===== config.mk =====
export PLATFORM = sky130hd
export DESIGN_NAME = rya_ctrl
export DESIGN_NICKNAME = d
export VERILOG_FILES = /design/src/rya_pkg.sv /design/src/rya_ctrl.sv
export SDC_FILE = /design/constraint.sdc
export NUM_CORES = 1
export LEC_CHECK = 0
export BUFFER_PORTS_ARGS = -buffer_cell sky130_fd_sc_hd__buf_4
export CAP_MARGIN = 5
export CORE_MARGIN = 1
export CORE_UTILIZATION = 49
export DETAILED_ROUTE_END_ITERATION = 10
export GPL_ROUTABILITY_DRIVEN = 0
export GPL_TIMING_DRIVEN = 0
export PLACE_DENSITY = 0.81
export SLEW_MARGIN = 10
export SYNTH_ARGS = -nofsm -noshare
export SYNTH_HDL_FRONTEND = slang
export SYNTH_SLANG_ARGS = --single-unit

===== constraint.sdc =====
create_clock -name clk_sys -period 2.2 [get_ports clk_sys]
set_input_delay 0.44 -clock clk_sys [delete_from_list [all_inputs] [get_ports clk_sys]]
set_output_delay 0.44 -clock clk_sys [all_outputs]
set_load 0.1 [all_outputs]

===== src/rya_pkg.sv =====
// Constants for the periodic and year alarm control block
package rya_pkg;
    // ------------------------------------------------------------
    // Register byte offsets
    // ------------------------------------------------------------
    localparam logic [3:0] RYA_OFF_CTRL_TWO = 4'h0;
    localparam logic [3:0] RYA_OFF_CTRL_THREE = 4'h4;
    localparam logic [3:0] RYA_OFF_YEAR_ALARM = 4'h8;
    // ------------------------------------------------------------
    // Field positions of rtc_control_two
    // ------------------------------------------------------------
    localparam int RYA_FLAG_BIT = 7;
    localparam int RYA_SEL_HI = 6;
    localparam int RYA_SEL_LO = 4;
    localparam int RYA_OSC_BIT = 3;
    localparam int RYA_ADJUST_BIT = 2;
    localparam int RYA_DRST_BIT = 1;
    localparam int RYA_START_BIT = 0;
    // Field position of rtc_control_three
    localparam int RYA_YEAR_EN_BIT = 7;
    // ------------------------------------------------------------
    // Reset values
    // ------------------------------------------------------------
    localparam logic [7:0] RYA_CTRL_TWO_RST = 8'h09;
    localparam logic [7:0] RYA_CTRL_THREE_RST = 8'h00;
    localparam logic [2:0] RYA_SEL_RST = 3'h0;
    // ------------------------------------------------------------
    // Period select codes
    // ------------------------------------------------------------
    localparam logic [2:0] RYA_SEL_NONE = 3'h0;
    localparam logic [2:0] RYA_SEL_2S = 3'h7;
    // ------------------------------------------------------------
    // Divider chain: oscillator ticks to 256 Hz, to 64 Hz, to 1 Hz
    // ------------------------------------------------------------
    localparam int RYA_PRESC_W = 7;
    localparam int RYA_QUART_W = 2;
    localparam int RYA_C64_W = 6;
    localparam logic [7:0] RYA_SEC_ROUND = 8'h30;
endpackage


===== src/rya_ctrl.sv =====
// Periodic interrupt, divider, start/stop and year alarm control with a Wishbone slave
`timescale 1ns/10ps

module rya_ctrl
    import rya_pkg::*;
(
    input wire logic clk_sys, // System clock, 10 MHz
    input wire logic resetn, // Power-on reset
    input wire logic manual_reset_n, // Manual reset, synchronous level
    input wire logic wb_cyc_i, // Wishbone cycle
    input wire logic wb_stb_i, // Wishbone strobe
    input wire logic wb_we_i, // Wishbone write
    input wire logic [3:0] wb_adr_i, // Wishbone byte address
    input wire logic [3:0] wb_sel_i, // Wishbone byte selects
    input wire logic [31:0] wb_dat_i, // Wishbone write data
    output logic wb_ack_o, // Wishbone acknowledge
    output logic [31:0] wb_dat_o, // Wishbone read data
    input wire logic osc_tick_i, // One pulse per crystal period
    input wire logic [7:0] sec_bcd_i, // Seconds counter, BCD
    input wire logic [15:0] year_counter_i, // Year counter, BCD
    input wire logic other_alarm_match_i, // Other enabled alarm fields all match
    output logic osc_enable_o, // Oscillator run request
    output logic count_enable_o, // Calendar counters may count
    output logic second_tick_o, // One-second advance pulse
    output logic sec_clear_o, // Clear seconds pulse
    output logic minute_advance_o, // Advance minute pulse
    output logic [5:0] sixty_four_hz_counter_o, // Sub-second counter
    output logic periodic_irq_o, // Periodic interrupt request
    output logic alarm_match_o // Alarm flag set request
);

    // ------------------------------------------------------------
    // Helpers
    // ------------------------------------------------------------
    function automatic logic period_hit(input logic [2:0] sel, input logic [6:0] hits);
        return (sel != RYA_SEL_NONE) && hits[sel - 3'h1];
    endfunction

    function automatic logic all_ones(input logic [5:0] v, input int n);
        logic [5:0] m;
        m = ~(6'h3f << n);
        return (v & m) == m;
    endfunction

    // ------------------------------------------------------------
    // State
    // ------------------------------------------------------------
    logic flag_q;
    logic [2:0] sel_q;
    logic osc_en_q;
    logic drst_q;
    logic start_q;
    logic year_en_q;
    logic [15:0] year_alarm_q;
    logic ack_q;
    logic [31:0] rdata_q;
    logic [RYA_PRESC_W-1:0] presc_q;
    logic [RYA_QUART_W-1:0] quart_q;
    logic [RYA_C64_W-1:0] c64_q;
    logic two_q;
    logic sec_tick_q;
    logic sec_clr_q;
    logic min_adv_q;
    logic irq_q;
    logic match_q;

    logic req, wr, wr_two, wr_three, wr_year_lo, wr_year_hi, adjust_wr, drst_wr, chain_clr;
    logic tick, t256, t64, one_hz, phit, year_ok;
    logic [6:0] hits;

    // ------------------------------------------------------------
    // Bus decode
    // ------------------------------------------------------------
    assign req = wb_cyc_i && wb_stb_i && !ack_q;
    assign wr = req && wb_we_i;
    // Control two ignores writes while manual reset holds it
    assign wr_two = wr && manual_reset_n && wb_sel_i[0] && wb_adr_i == RYA_OFF_CTRL_TWO;
    assign wr_three = wr && wb_sel_i[0] && wb_adr_i == RYA_OFF_CTRL_THREE;
    assign wr_year_lo = wr && wb_sel_i[0] && wb_adr_i == RYA_OFF_YEAR_ALARM;
    assign wr_year_hi = wr && wb_sel_i[1] && wb_adr_i == RYA_OFF_YEAR_ALARM;
    assign adjust_wr = wr_two && wb_dat_i[RYA_ADJUST_BIT];
    assign drst_wr = wr_two && wb_dat_i[RYA_DRST_BIT];
    assign chain_clr = adjust_wr || drst_wr;

    // ------------------------------------------------------------
    // Divider chain
    // ------------------------------------------------------------
    // Crystal ticks are dropped while the oscillator is halted
    assign tick = osc_tick_i && osc_en_q;
    assign t256 = tick && (&presc_q);
    assign t64 = t256 && (&quart_q);
    assign one_hz = t64 && all_ones(c64_q, 6);
    assign hits[0] = t256;
    assign hits[1] = t64;
    assign hits[2] = t64 && all_ones(c64_q, 2);
    assign hits[3] = t64 && all_ones(c64_q, 4);
    assign hits[4] = t64 && all_ones(c64_q, 5);
    assign hits[5] = one_hz;
    assign hits[6] = one_hz && two_q;
    assign phit = period_hit(sel_q, hits);

    always_ff @(posedge clk_sys or negedge resetn)
    begin
        if (!resetn)
        begin
            presc_q <= '0;
            quart_q <= '0;
            c64_q <= '0;
            two_q <= 1'b0;
        end
        else if (chain_clr)
        begin
            presc_q <= '0;
            quart_q <= '0;
            c64_q <= '0;
            two_q <= 1'b0;
        end
        else if (tick)
        begin
            // Runs regardless of start, only the oscillator stops it
            presc_q <= presc_q + 1'b1;
            if (t256)
            begin
                quart_q <= quart_q + 1'b1;
            end
            if (t64)
            begin
                c64_q <= c64_q + 1'b1;
            end
            if (one_hz)
            begin
                two_q <= !two_q;
            end
        end
    end

    // ------------------------------------------------------------
    // Control two
    // ------------------------------------------------------------
    // Only the two resets reset this register; standby has no path in
    always_ff @(posedge clk_sys or negedge resetn)
    begin
        if (!resetn)
        begin
            // Flag is undefined after reset; zero chosen
            flag_q <= RYA_CTRL_TWO_RST[RYA_FLAG_BIT];
            sel_q <= RYA_CTRL_TWO_RST[RYA_SEL_HI:RYA_SEL_LO];
            osc_en_q <= RYA_CTRL_TWO_RST[RYA_OSC_BIT];
            drst_q <= RYA_CTRL_TWO_RST[RYA_DRST_BIT];
            start_q <= RYA_CTRL_TWO_RST[RYA_START_BIT];
        end
        else if (!manual_reset_n)
        begin
            flag_q <= RYA_CTRL_TWO_RST[RYA_FLAG_BIT];
            sel_q <= RYA_SEL_RST;
            drst_q <= 1'b0;
        end
        else
        begin
            // A period that elapses during a clearing write still wins
            if (phit)
            begin
                flag_q <= 1'b1;
            end
            else if (wr_two)
            begin
                flag_q <= wb_dat_i[RYA_FLAG_BIT];
            end
            if (wr_two)
            begin
                sel_q <= wb_dat_i[RYA_SEL_HI:RYA_SEL_LO];
                osc_en_q <= wb_dat_i[RYA_OSC_BIT];
                start_q <= wb_dat_i[RYA_START_BIT];
            end
            drst_q <= drst_wr;
        end
    end

    // ------------------------------------------------------------
    // Control three and year alarm value
    // ------------------------------------------------------------
    always_ff @(posedge clk_sys or negedge resetn)
    begin
        if (!resetn)
        begin
            year_en_q <= RYA_CTRL_THREE_RST[RYA_YEAR_EN_BIT];
        end
        else if (wr_three)
        begin
            year_en_q <= wb_dat_i[RYA_YEAR_EN_BIT];
        end
    end

    // No reset at all: contents survive every reset
    always_ff @(posedge clk_sys)
    begin
        if (wr_year_lo)
        begin
            year_alarm_q[7:0] <= wb_dat_i[7:0];
        end
        if (wr_year_hi)
        begin
            year_alarm_q[15:8] <= wb_dat_i[15:8];
        end
    end

    // ------------------------------------------------------------
    // Bus answer, one cycle after the request
    // ------------------------------------------------------------
    always_ff @(posedge clk_sys or negedge resetn)
    begin
        if (!resetn)
        begin
            ack_q <= 1'b0;
            rdata_q <= '0;
        end
        else
        begin
            ack_q <= req;
            if (req)
            begin
                unique case (wb_adr_i)
                    RYA_OFF_CTRL_TWO: rdata_q <= {24'h000000, flag_q, sel_q, osc_en_q, 1'b0, drst_q, start_q};
                    RYA_OFF_CTRL_THREE: rdata_q <= {24'h000000, year_en_q, 7'h00};
                    RYA_OFF_YEAR_ALARM: rdata_q <= {16'h0000, year_alarm_q};
                    default: rdata_q <= '0;
                endcase
            end
        end
    end

    // ------------------------------------------------------------
    // Counter control pulses
    // ------------------------------------------------------------
    always_ff @(posedge clk_sys or negedge resetn)
    begin
        if (!resetn)
        begin
            sec_tick_q <= 1'b0;
            sec_clr_q <= 1'b0;
            min_adv_q <= 1'b0;
        end
        else
        begin
            sec_tick_q <= one_hz && start_q && !chain_clr;
            sec_clr_q <= adjust_wr;
            min_adv_q <= adjust_wr && sec_bcd_i >= RYA_SEC_ROUND;
        end
    end

    // ------------------------------------------------------------
    // Requests
    // ------------------------------------------------------------
    // Year alarm disabled reads as a match, so undefined contents are harmless
    assign year_ok = !year_en_q || year_counter_i == year_alarm_q;

    always_ff @(posedge clk_sys or negedge resetn)
    begin
        if (!resetn)
        begin
            irq_q <= 1'b0;
            match_q <= 1'b0;
        end
        else
        begin
            irq_q <= flag_q && sel_q != RYA_SEL_NONE;
            match_q <= other_alarm_match_i && year_ok;
        end
    end

    assign wb_ack_o = ack_q;
    assign wb_dat_o = rdata_q;
    assign osc_enable_o = osc_en_q;
    assign count_enable_o = start_q;
    assign second_tick_o = sec_tick_q;
    assign sec_clear_o = sec_clr_q;
    assign minute_advance_o = min_adv_q;
    assign sixty_four_hz_counter_o = c64_q;
    assign periodic_irq_o = irq_q;
    assign alarm_match_o = match_q;

    // ------------------------------------------------------------
    // Checks
    // ------------------------------------------------------------
    irq_level_a: assert property (@(posedge clk_sys) disable iff (!resetn)
        ##1 irq_q == ($past(flag_q) && $past(sel_q) != RYA_SEL_NONE))
        else $error("periodic request does not follow flag and select");

    flag_set_a: assert property (@(posedge clk_sys) disable iff (!resetn)
        phit && manual_reset_n |=> flag_q)
        else $error("elapsed period did not set the flag");

    flag_clear_a: assert property (@(posedge clk_sys) disable iff (!resetn)
        flag_q && !wr_two && manual_reset_n |=> flag_q)
        else $error("flag cleared without a write");

    manual_keep_a: assert property (@(posedge clk_sys) disable iff (!resetn)
        !manual_reset_n |=> $stable(osc_en_q) && $stable(start_q) && sel_q == RYA_SEL_RST)
        else $error("manual reset handling of control two wrong");

    drst_self_a: assert property (@(posedge clk_sys) disable iff (!resetn)
        drst_q |=> !drst_q || $past(drst_wr))
        else $error("divider reset bit did not clear itself");

    chain_clr_a: assert property (@(posedge clk_sys) disable iff (!resetn)
        chain_clr |=> presc_q == '0 && c64_q == '0)
        else $error("divider chain not cleared");

    osc_halt_a: assert property (@(posedge clk_sys) disable iff (!resetn)
        !osc_en_q && !chain_clr |=> $stable(presc_q) && $stable(c64_q))
        else $error("divider moved while oscillator halted");

    c64_runs_a: assert property (@(posedge clk_sys) disable iff (!resetn)
        t64 && !start_q && !chain_clr |=> c64_q == $past(c64_q) + 6'h01)
        else $error("64 Hz counter stalled by start bit");

    stop_sec_a: assert property (@(posedge clk_sys) disable iff (!resetn)
        !start_q |=> !sec_tick_q)
        else $error("second tick while stopped");

    round_up_a: assert property (@(posedge clk_sys) disable iff (!resetn)
        adjust_wr |=> sec_clr_q && (min_adv_q == ($past(sec_bcd_i) >= RYA_SEC_ROUND)))
        else $error("thirty second adjust wrong");

    year_match_a: assert property (@(posedge clk_sys) disable iff (!resetn)
        year_en_q && year_counter_i != year_alarm_q |=> !match_q)
        else $error("alarm match despite year mismatch");

    ctrl3_read_a: assert property (@(posedge clk_sys) disable iff (!resetn)
        req && !wb_we_i && wb_adr_i == RYA_OFF_CTRL_THREE |=> rdata_q[6:0] == 7'h00 && ack_q)
        else $error("control three low bits not zero");

    adj_read_a: assert property (@(posedge clk_sys) disable iff (!resetn)
        ack_q && $past(wb_adr_i) == RYA_OFF_CTRL_TWO |-> !rdata_q[RYA_ADJUST_BIT])
        else $error("adjust bit read back as one");

    ack_once_a: assert property (@(posedge clk_sys) disable iff (!resetn)
        ack_q |=> !ack_q)
        else $error("acknowledge longer than one cycle");

endmodule


Word-level counts from Yosys, hierarchy flattened --
Index checks and enable logic that the tools add are counted.
Storage, ports and cells: bits in latches 0, ROM bits 0, bits in writable memories 0, memories 0, input bits 72, output and inout bits 46, word-level logic and storage cells 99, bits in registers 78
Operators by class: mux-type cells 20, equal/unequal tests 9, $mul 0, add/subtract/negate cells 4, $lt $le $gt $ge 2, div/mod/pow operators 0, reduce and logical (&&, ||, !) cells 45, bitwise logic cells 0, shifts and indexed selects 0
Operators with widths (number):
- $pmux 16 s3 | 1
- $logic_and 1x1->1 | 27
- $mux 6 | 3
- $eq 16x16->1 | 1
- $mux 7 | 2
- $reduce_and 2->1 | 5
- $eq 4x4->1 const B | 2
- $ge 8x6->1 const B | 1
- $mux 1 | 8
- $reduce_bool 2->1 | 4
- $add 7x1->7 const B | 1
- $reduce_and 7->1 | 1
- $add 6x1->6 const B | 1
- $eq 6x6->1 const B | 1
- $mux 2 | 3
- $mux 3 | 2
- $eq 5x5->1 const B | 1
- $eq 4x3->1 const B | 1
- $logic_not 1->1 | 4
- $logic_not 4->1 | 1
- $lt 3x4->1 const B | 1
- $bmux 1 s3 | 1
- $ne 3x1->1 const B | 1
- $reduce_bool 3->1 | 1
- 5 further kinds | 6

Longest topological paths before layout --
word-level depth 10, gate-level depth with buffers 7, mapped depth without buffers 7

Worst setup path after synthesis --
Ideal clock, no wire load.
path type flip-flop to flip-flop, from reg ack_q, in the netlist wb_ack_o, to reg year_alarm_q[0], enable pin, setup time 0.278 ns, period minus slack after synthesis 2.219 ns, required time 1.922 ns, cell stages (with the launch flop) 6, arrival time 1.941 ns, buffers on the path 1, setup slack -0.019 ns, cells stage by stage dfrtp_1 > nand3b_4 > inv_1 > and3_2 > buf_2 > and3_1
On the way: longest elaborated chain between the ends 5
Ends and longest elaborated chain:
- start: declaration | line rya_ctrl.sv:55 | logic ack_q;
- start signal: assignment | line rya_ctrl.sv:219 | ack_q <= req;
- $logic_not 1->1 | line rya_ctrl.sv:74 | assign req = wb_cyc_i && wb_stb_i && !ack_q;
- $logic_and 1x1->1 | line rya_ctrl.sv:74
- net req | line rya_ctrl.sv:67 | logic req, wr, wr_two, wr_three, wr_year_lo, wr_year_hi, adjust_wr, drst_wr, chain_clr;
- $logic_and 1x1->1 | line rya_ctrl.sv:75 | assign wr = req && wb_we_i;
- $logic_and 1x1->1 (2 in a row) | line rya_ctrl.sv:79 | assign wr_year_lo = wr && wb_sel_i[0] && wb_adr_i == RYA_OFF_YEAR_ALARM;
- net wr_year_lo | line rya_ctrl.sv:67
- end signal: assignment | line rya_ctrl.sv:199 | year_alarm_q[7:0] <= wb_dat_i[7:0];
- end: declaration | line rya_ctrl.sv:54 | logic [15:0] year_alarm_q;
The timed path passes the listed nets, and every way through them passes these cells. A chain may end at the register's enable or synchronous reset.

Final worst setup path --
from reg ack_q, in the netlist wb_ack_o, to reg year_alarm_q[3], enable pin
Same word-level chain as after synthesis.

==> impl_metrics.py <==
metrics = {
    "outcome": {
        "status": "finished, final reports clean",
    },
    "yosys": {
        "synthCells": 252,
        "synthSimpleGateAreaFrac_pct": 15.7,
        "synth_xor_area_share_pct": 7.93,
        "synth.avg_cell_area_um2": 11.8,
        "syn_area_um2": 2980,
        "synthMuxAreaShare_pct": 3.74,
        "ys_ff_latch": 62,
        "synth_edf_count": 16,
        "ys_seq_area_share_pct": 54.8,
        "synth_compound_area_share_pct": 8.73,
        "ys_warn_count": 0,
        "synth_adder_area_share_pct": 2.52,
        "ys_types": 48,
        "synth.top_cell.area_share_pct": 36.9,
        "async_flop_share_pct": 74.2,
        "synth_top_family_by_area": "simple AND/OR/NAND/NOR gates",
        "synth_top_area_cell": "dfrtp_1",
        "ys.flop_type": "dfrtp_1",
        "ys_top_cells_by_area": "dfrtp_1 37%, edfxtp_1 16%, xor2_1 6.8%, buf_4 4.0%, nand2_1 3.5%",
    },
    "critical_path": {
        "slowest_stage": "and3_1",
        "cp.arrival_ns": 2.02,
        "crit_path_start_kind": "flop",
        "path_cells": "nand3b_4 -> inv_1 -> and3_2 -> buf_2 -> and3_1",
        "critPathCaptureType": "flop",
        "required_ns": 2.19,
        "cp_max_fo": 10,
        "critPathMaxStageDelay_ns": 0.43,
        "critical_path_class": "reg2reg",
    },
    "clocking": {
        "cts_root_buffer": "clkbuf_8",
        "cts_sinks": 62,
        "cts_buffers": 9,
        "cts_resized": 0,
        "clk_latency_ns": 0.34,
        "cts.path.max_buffers": 2,
        "clk_pin_slew_ns": 0.07,
        "htree_levels": 3,
        "cts_tree": "built",
        "post-cts-setup-buffers": 0,
        "ctsHoldBuffers": 0,
    },
    "power_and_ir_drop": {
        "p_clk_share_pct": 36.6,
        "switching_share_pct": 28.8,
        "p_int_mw": 1.85,
        "ir_drop_uv": 414,
        "power_density_nw_per_um2": 665,
        "p_leak_nw": 1.92,
        "pwr-share-comb_pct": 16.1,
        "pwr-share-seq_pct": 47.3,
        "switchingPower_uw": 748,
    },
    "sta": {
        "fin_skew_ns": 0.0114,
        "min_period_over_period_pct": 91.9,
        "hold_viol": 0,
        "rsz0062_at_grt": "false",
        "tightest_slew_ns": 0.569,
        "finalMaxSlewViolations": 0,
        "tns_ns": 0,
        "max-slew-margin-rel_pct": 62.0,
        "finalSetupViolations": 0,
        "fin_crit_ns": 2.02,
        "fmax_mhz": 494,
    },
    "placed_design": {
        "dp_hpwl_um": 4680,
        "postPlaceCellArea_um2": 3720,
        "io_buffers": 78,
    },
    "route": {
        "dr.first_iter.drc_count": 78,
        "dr.pass1.iters": 4,
        "num_vias": 2163,
        "wire_per_inst_um": 14.2,
        "drc_errors": 0,
        "ant_nets": 0,
        "vias_per_cell": 4.96,
        "routed_wl_um": 6190,
    },
    "die": {
        "core_area_um2": 5890,
        "std_cell_rows": 28,
        "start_util_pct": 50.6,
        "dieHeight_um": 80.0,
        "die_area_um2": 6400,
        "dieWidth_um": 80.0,
        "io_pins": 118,
    },
    "layout": {
        "n_fill_cell": 469,
        "multi_input_area_um2": 1210,
        "postLayoutCellArea_um2": 3910,
        "layout-drive-gt1-share_pct": 36.6,
        "diodes": 0,
        "seq_area_um2": 1640,
        "fin_nets": 434,
        "synthToLayoutAreaGrowth_pct": 31.1,
    },
    "grt": {
        "antenna_found_initial": 0,
        "grtUsageMet2_pct": 37.9,
        "met3_usage_pct": 5.03,
        "grt_use_met1_pct": 24.4,
        "grt_start_max_net_pins": 47,
        "grt-ovfl-total": 0,
        "track_usage_pct": 21.3,
        "grt_pass1_wl_um": 9960,
        "grt.busiest_layer": "met2",
        "grt_pass1_vias": 2198,
    },
    "worst_hold_path": {
        "hold_path_class": "in2async",
    },
    "job": {
        "cap_viol_max_count": 0,
    },
}
==> cell type report <==
| type | count | area share [%] |
|---|---|---|
| Inverter | 6 | 0.576 |
| Multi-Input combinational cell | 177 | 31.0 |
| Tap cell | 75 | 2.40 |
| Buffer | 22 | 4.29 |
| Sequential cell | 62 | 41.9 |
| Clock inverter | 7 | 1.67 |
| Timing Repair Buffer | 78 | 15.0 |
| Clock buffer | 9 | 3.17 |
==> power groups by stage <==
stage               Clock, mW  Sequential [mW]  Combinational, mW
floorplan                   0             1.33              0.207
CTS                     0.967             1.23              0.421
global route             1.03             1.23              0.446
detailed placement          0             1.25              0.420
finish                  0.950             1.23              0.419
global placement            0             1.25              0.414
==> cell usage in the layout (no fill, tap or decap), types with 3 or more instances in the layout <==
cell,netlist,layout
buf_4,16,94
clkinv_2,0,3
a21oi_1,4,4
buf_6,3,3
o21ai_0,10,10
ha_1,6,6
mux2i_1,10,10
o31ai_1,3,3
and2_1,3,3
dfrtp_1,44,42
conb_1,1,16
and3_1,7,7
xor2_1,23,23
nand2_1,28,28
clkbuf_8,0,9
edfxtp_1,16,16
nor2_1,15,15
a22o_1,9,9
inv_1,6,6
nor4_1,4,4
xnor2_1,4,4
nand4_1,6,6
==> cells by family (layout without fill, tap and decap cells) <==
logic type      after synthesis  after routing
simple gates                 81             81
flops                        62             62
compound gates               36             36
buf+inv                      28            122
xor+xnor                     27             27
mux                          11             11
fa+ha+maj                     6              6
other cells                   1             16
==> sequential cells by signal, summed over array words and instances, names as in the netlist, 2 cells and up <==
signal,flops
wb_dat_o,16
year_alarm_q,16
presc_q,7
sixty_four_hz_counter_o,6
sel_q,3
quart_q,2
==> per-stage QoR <==
stage | util, % | std cells | hold WS [ns] | power (mW) | setup slack [ns]
finish | 66.4 | 436 | 0.0978 | 2.60 | 0.178
global route | 66.4 | 436 | 0.141 | 2.71 | 0.0653
CTS | 66.4 | 436 | 0.116 | 2.62 | 0.206
detailed placement | 63.2 | 420 | 0.478 | 1.67 | 0.0246
global placement | 63.2 | 420 | 0.469 | 1.66 | 0.0422
floorplan | - | 267 | 0.144 | 1.54 | 0.00236
==> final timing paths <==
kind,startpoint,endpoint,slack [ns],cells after the start
min in group clk_sys,wb_dat_i[15],year_alarm_q[15]$_DFFE_PP_,0.28,1
max,wb_ack_o$_DFF_PN0_,year_alarm_q[3]$_DFFE_PP_,0.18,5
min reg2reg,year_en_q$_DFFE_PN0P_,alarm_match_o$_DFF_PN0_,0.48,1
max reg2reg,wb_ack_o$_DFF_PN0_,year_alarm_q[3]$_DFFE_PP_,0.18,5
max in group asynchronous,resetn,sixty_four_hz_counter_o[0]$_DFFE_PN0P_,1.68,1
min,resetn,wb_dat_o[2]$_DFFE_PN0N_,0.1,1
==> Yosys cell counts, drive strengths merged, types with 5 or more instances <==
cell type and instances:
buf 21, nor2 15, xor2 23, nand2 28
a22o 9, o21ai 10, ha 6, nand4 6
mux2i 10, inv 6, dfrtp 44, and3 8
and2 5, edfxtp 16
==> per-layer routing <==
metal	wire length [um]	vias to the layer above
met1	2650	1030
li1	-	1068
met2	3200	57
met3	271	8
met5	0	-
met4	68	0
==> critical path: cells and delay by family, from the launching register on <==
kind,cells,cell delay [ns]
and+or+nand+nor,3,0.86
buffers and inverters,2,0.41
DFF,1,0.41
(Power assumes the default switching activity.)
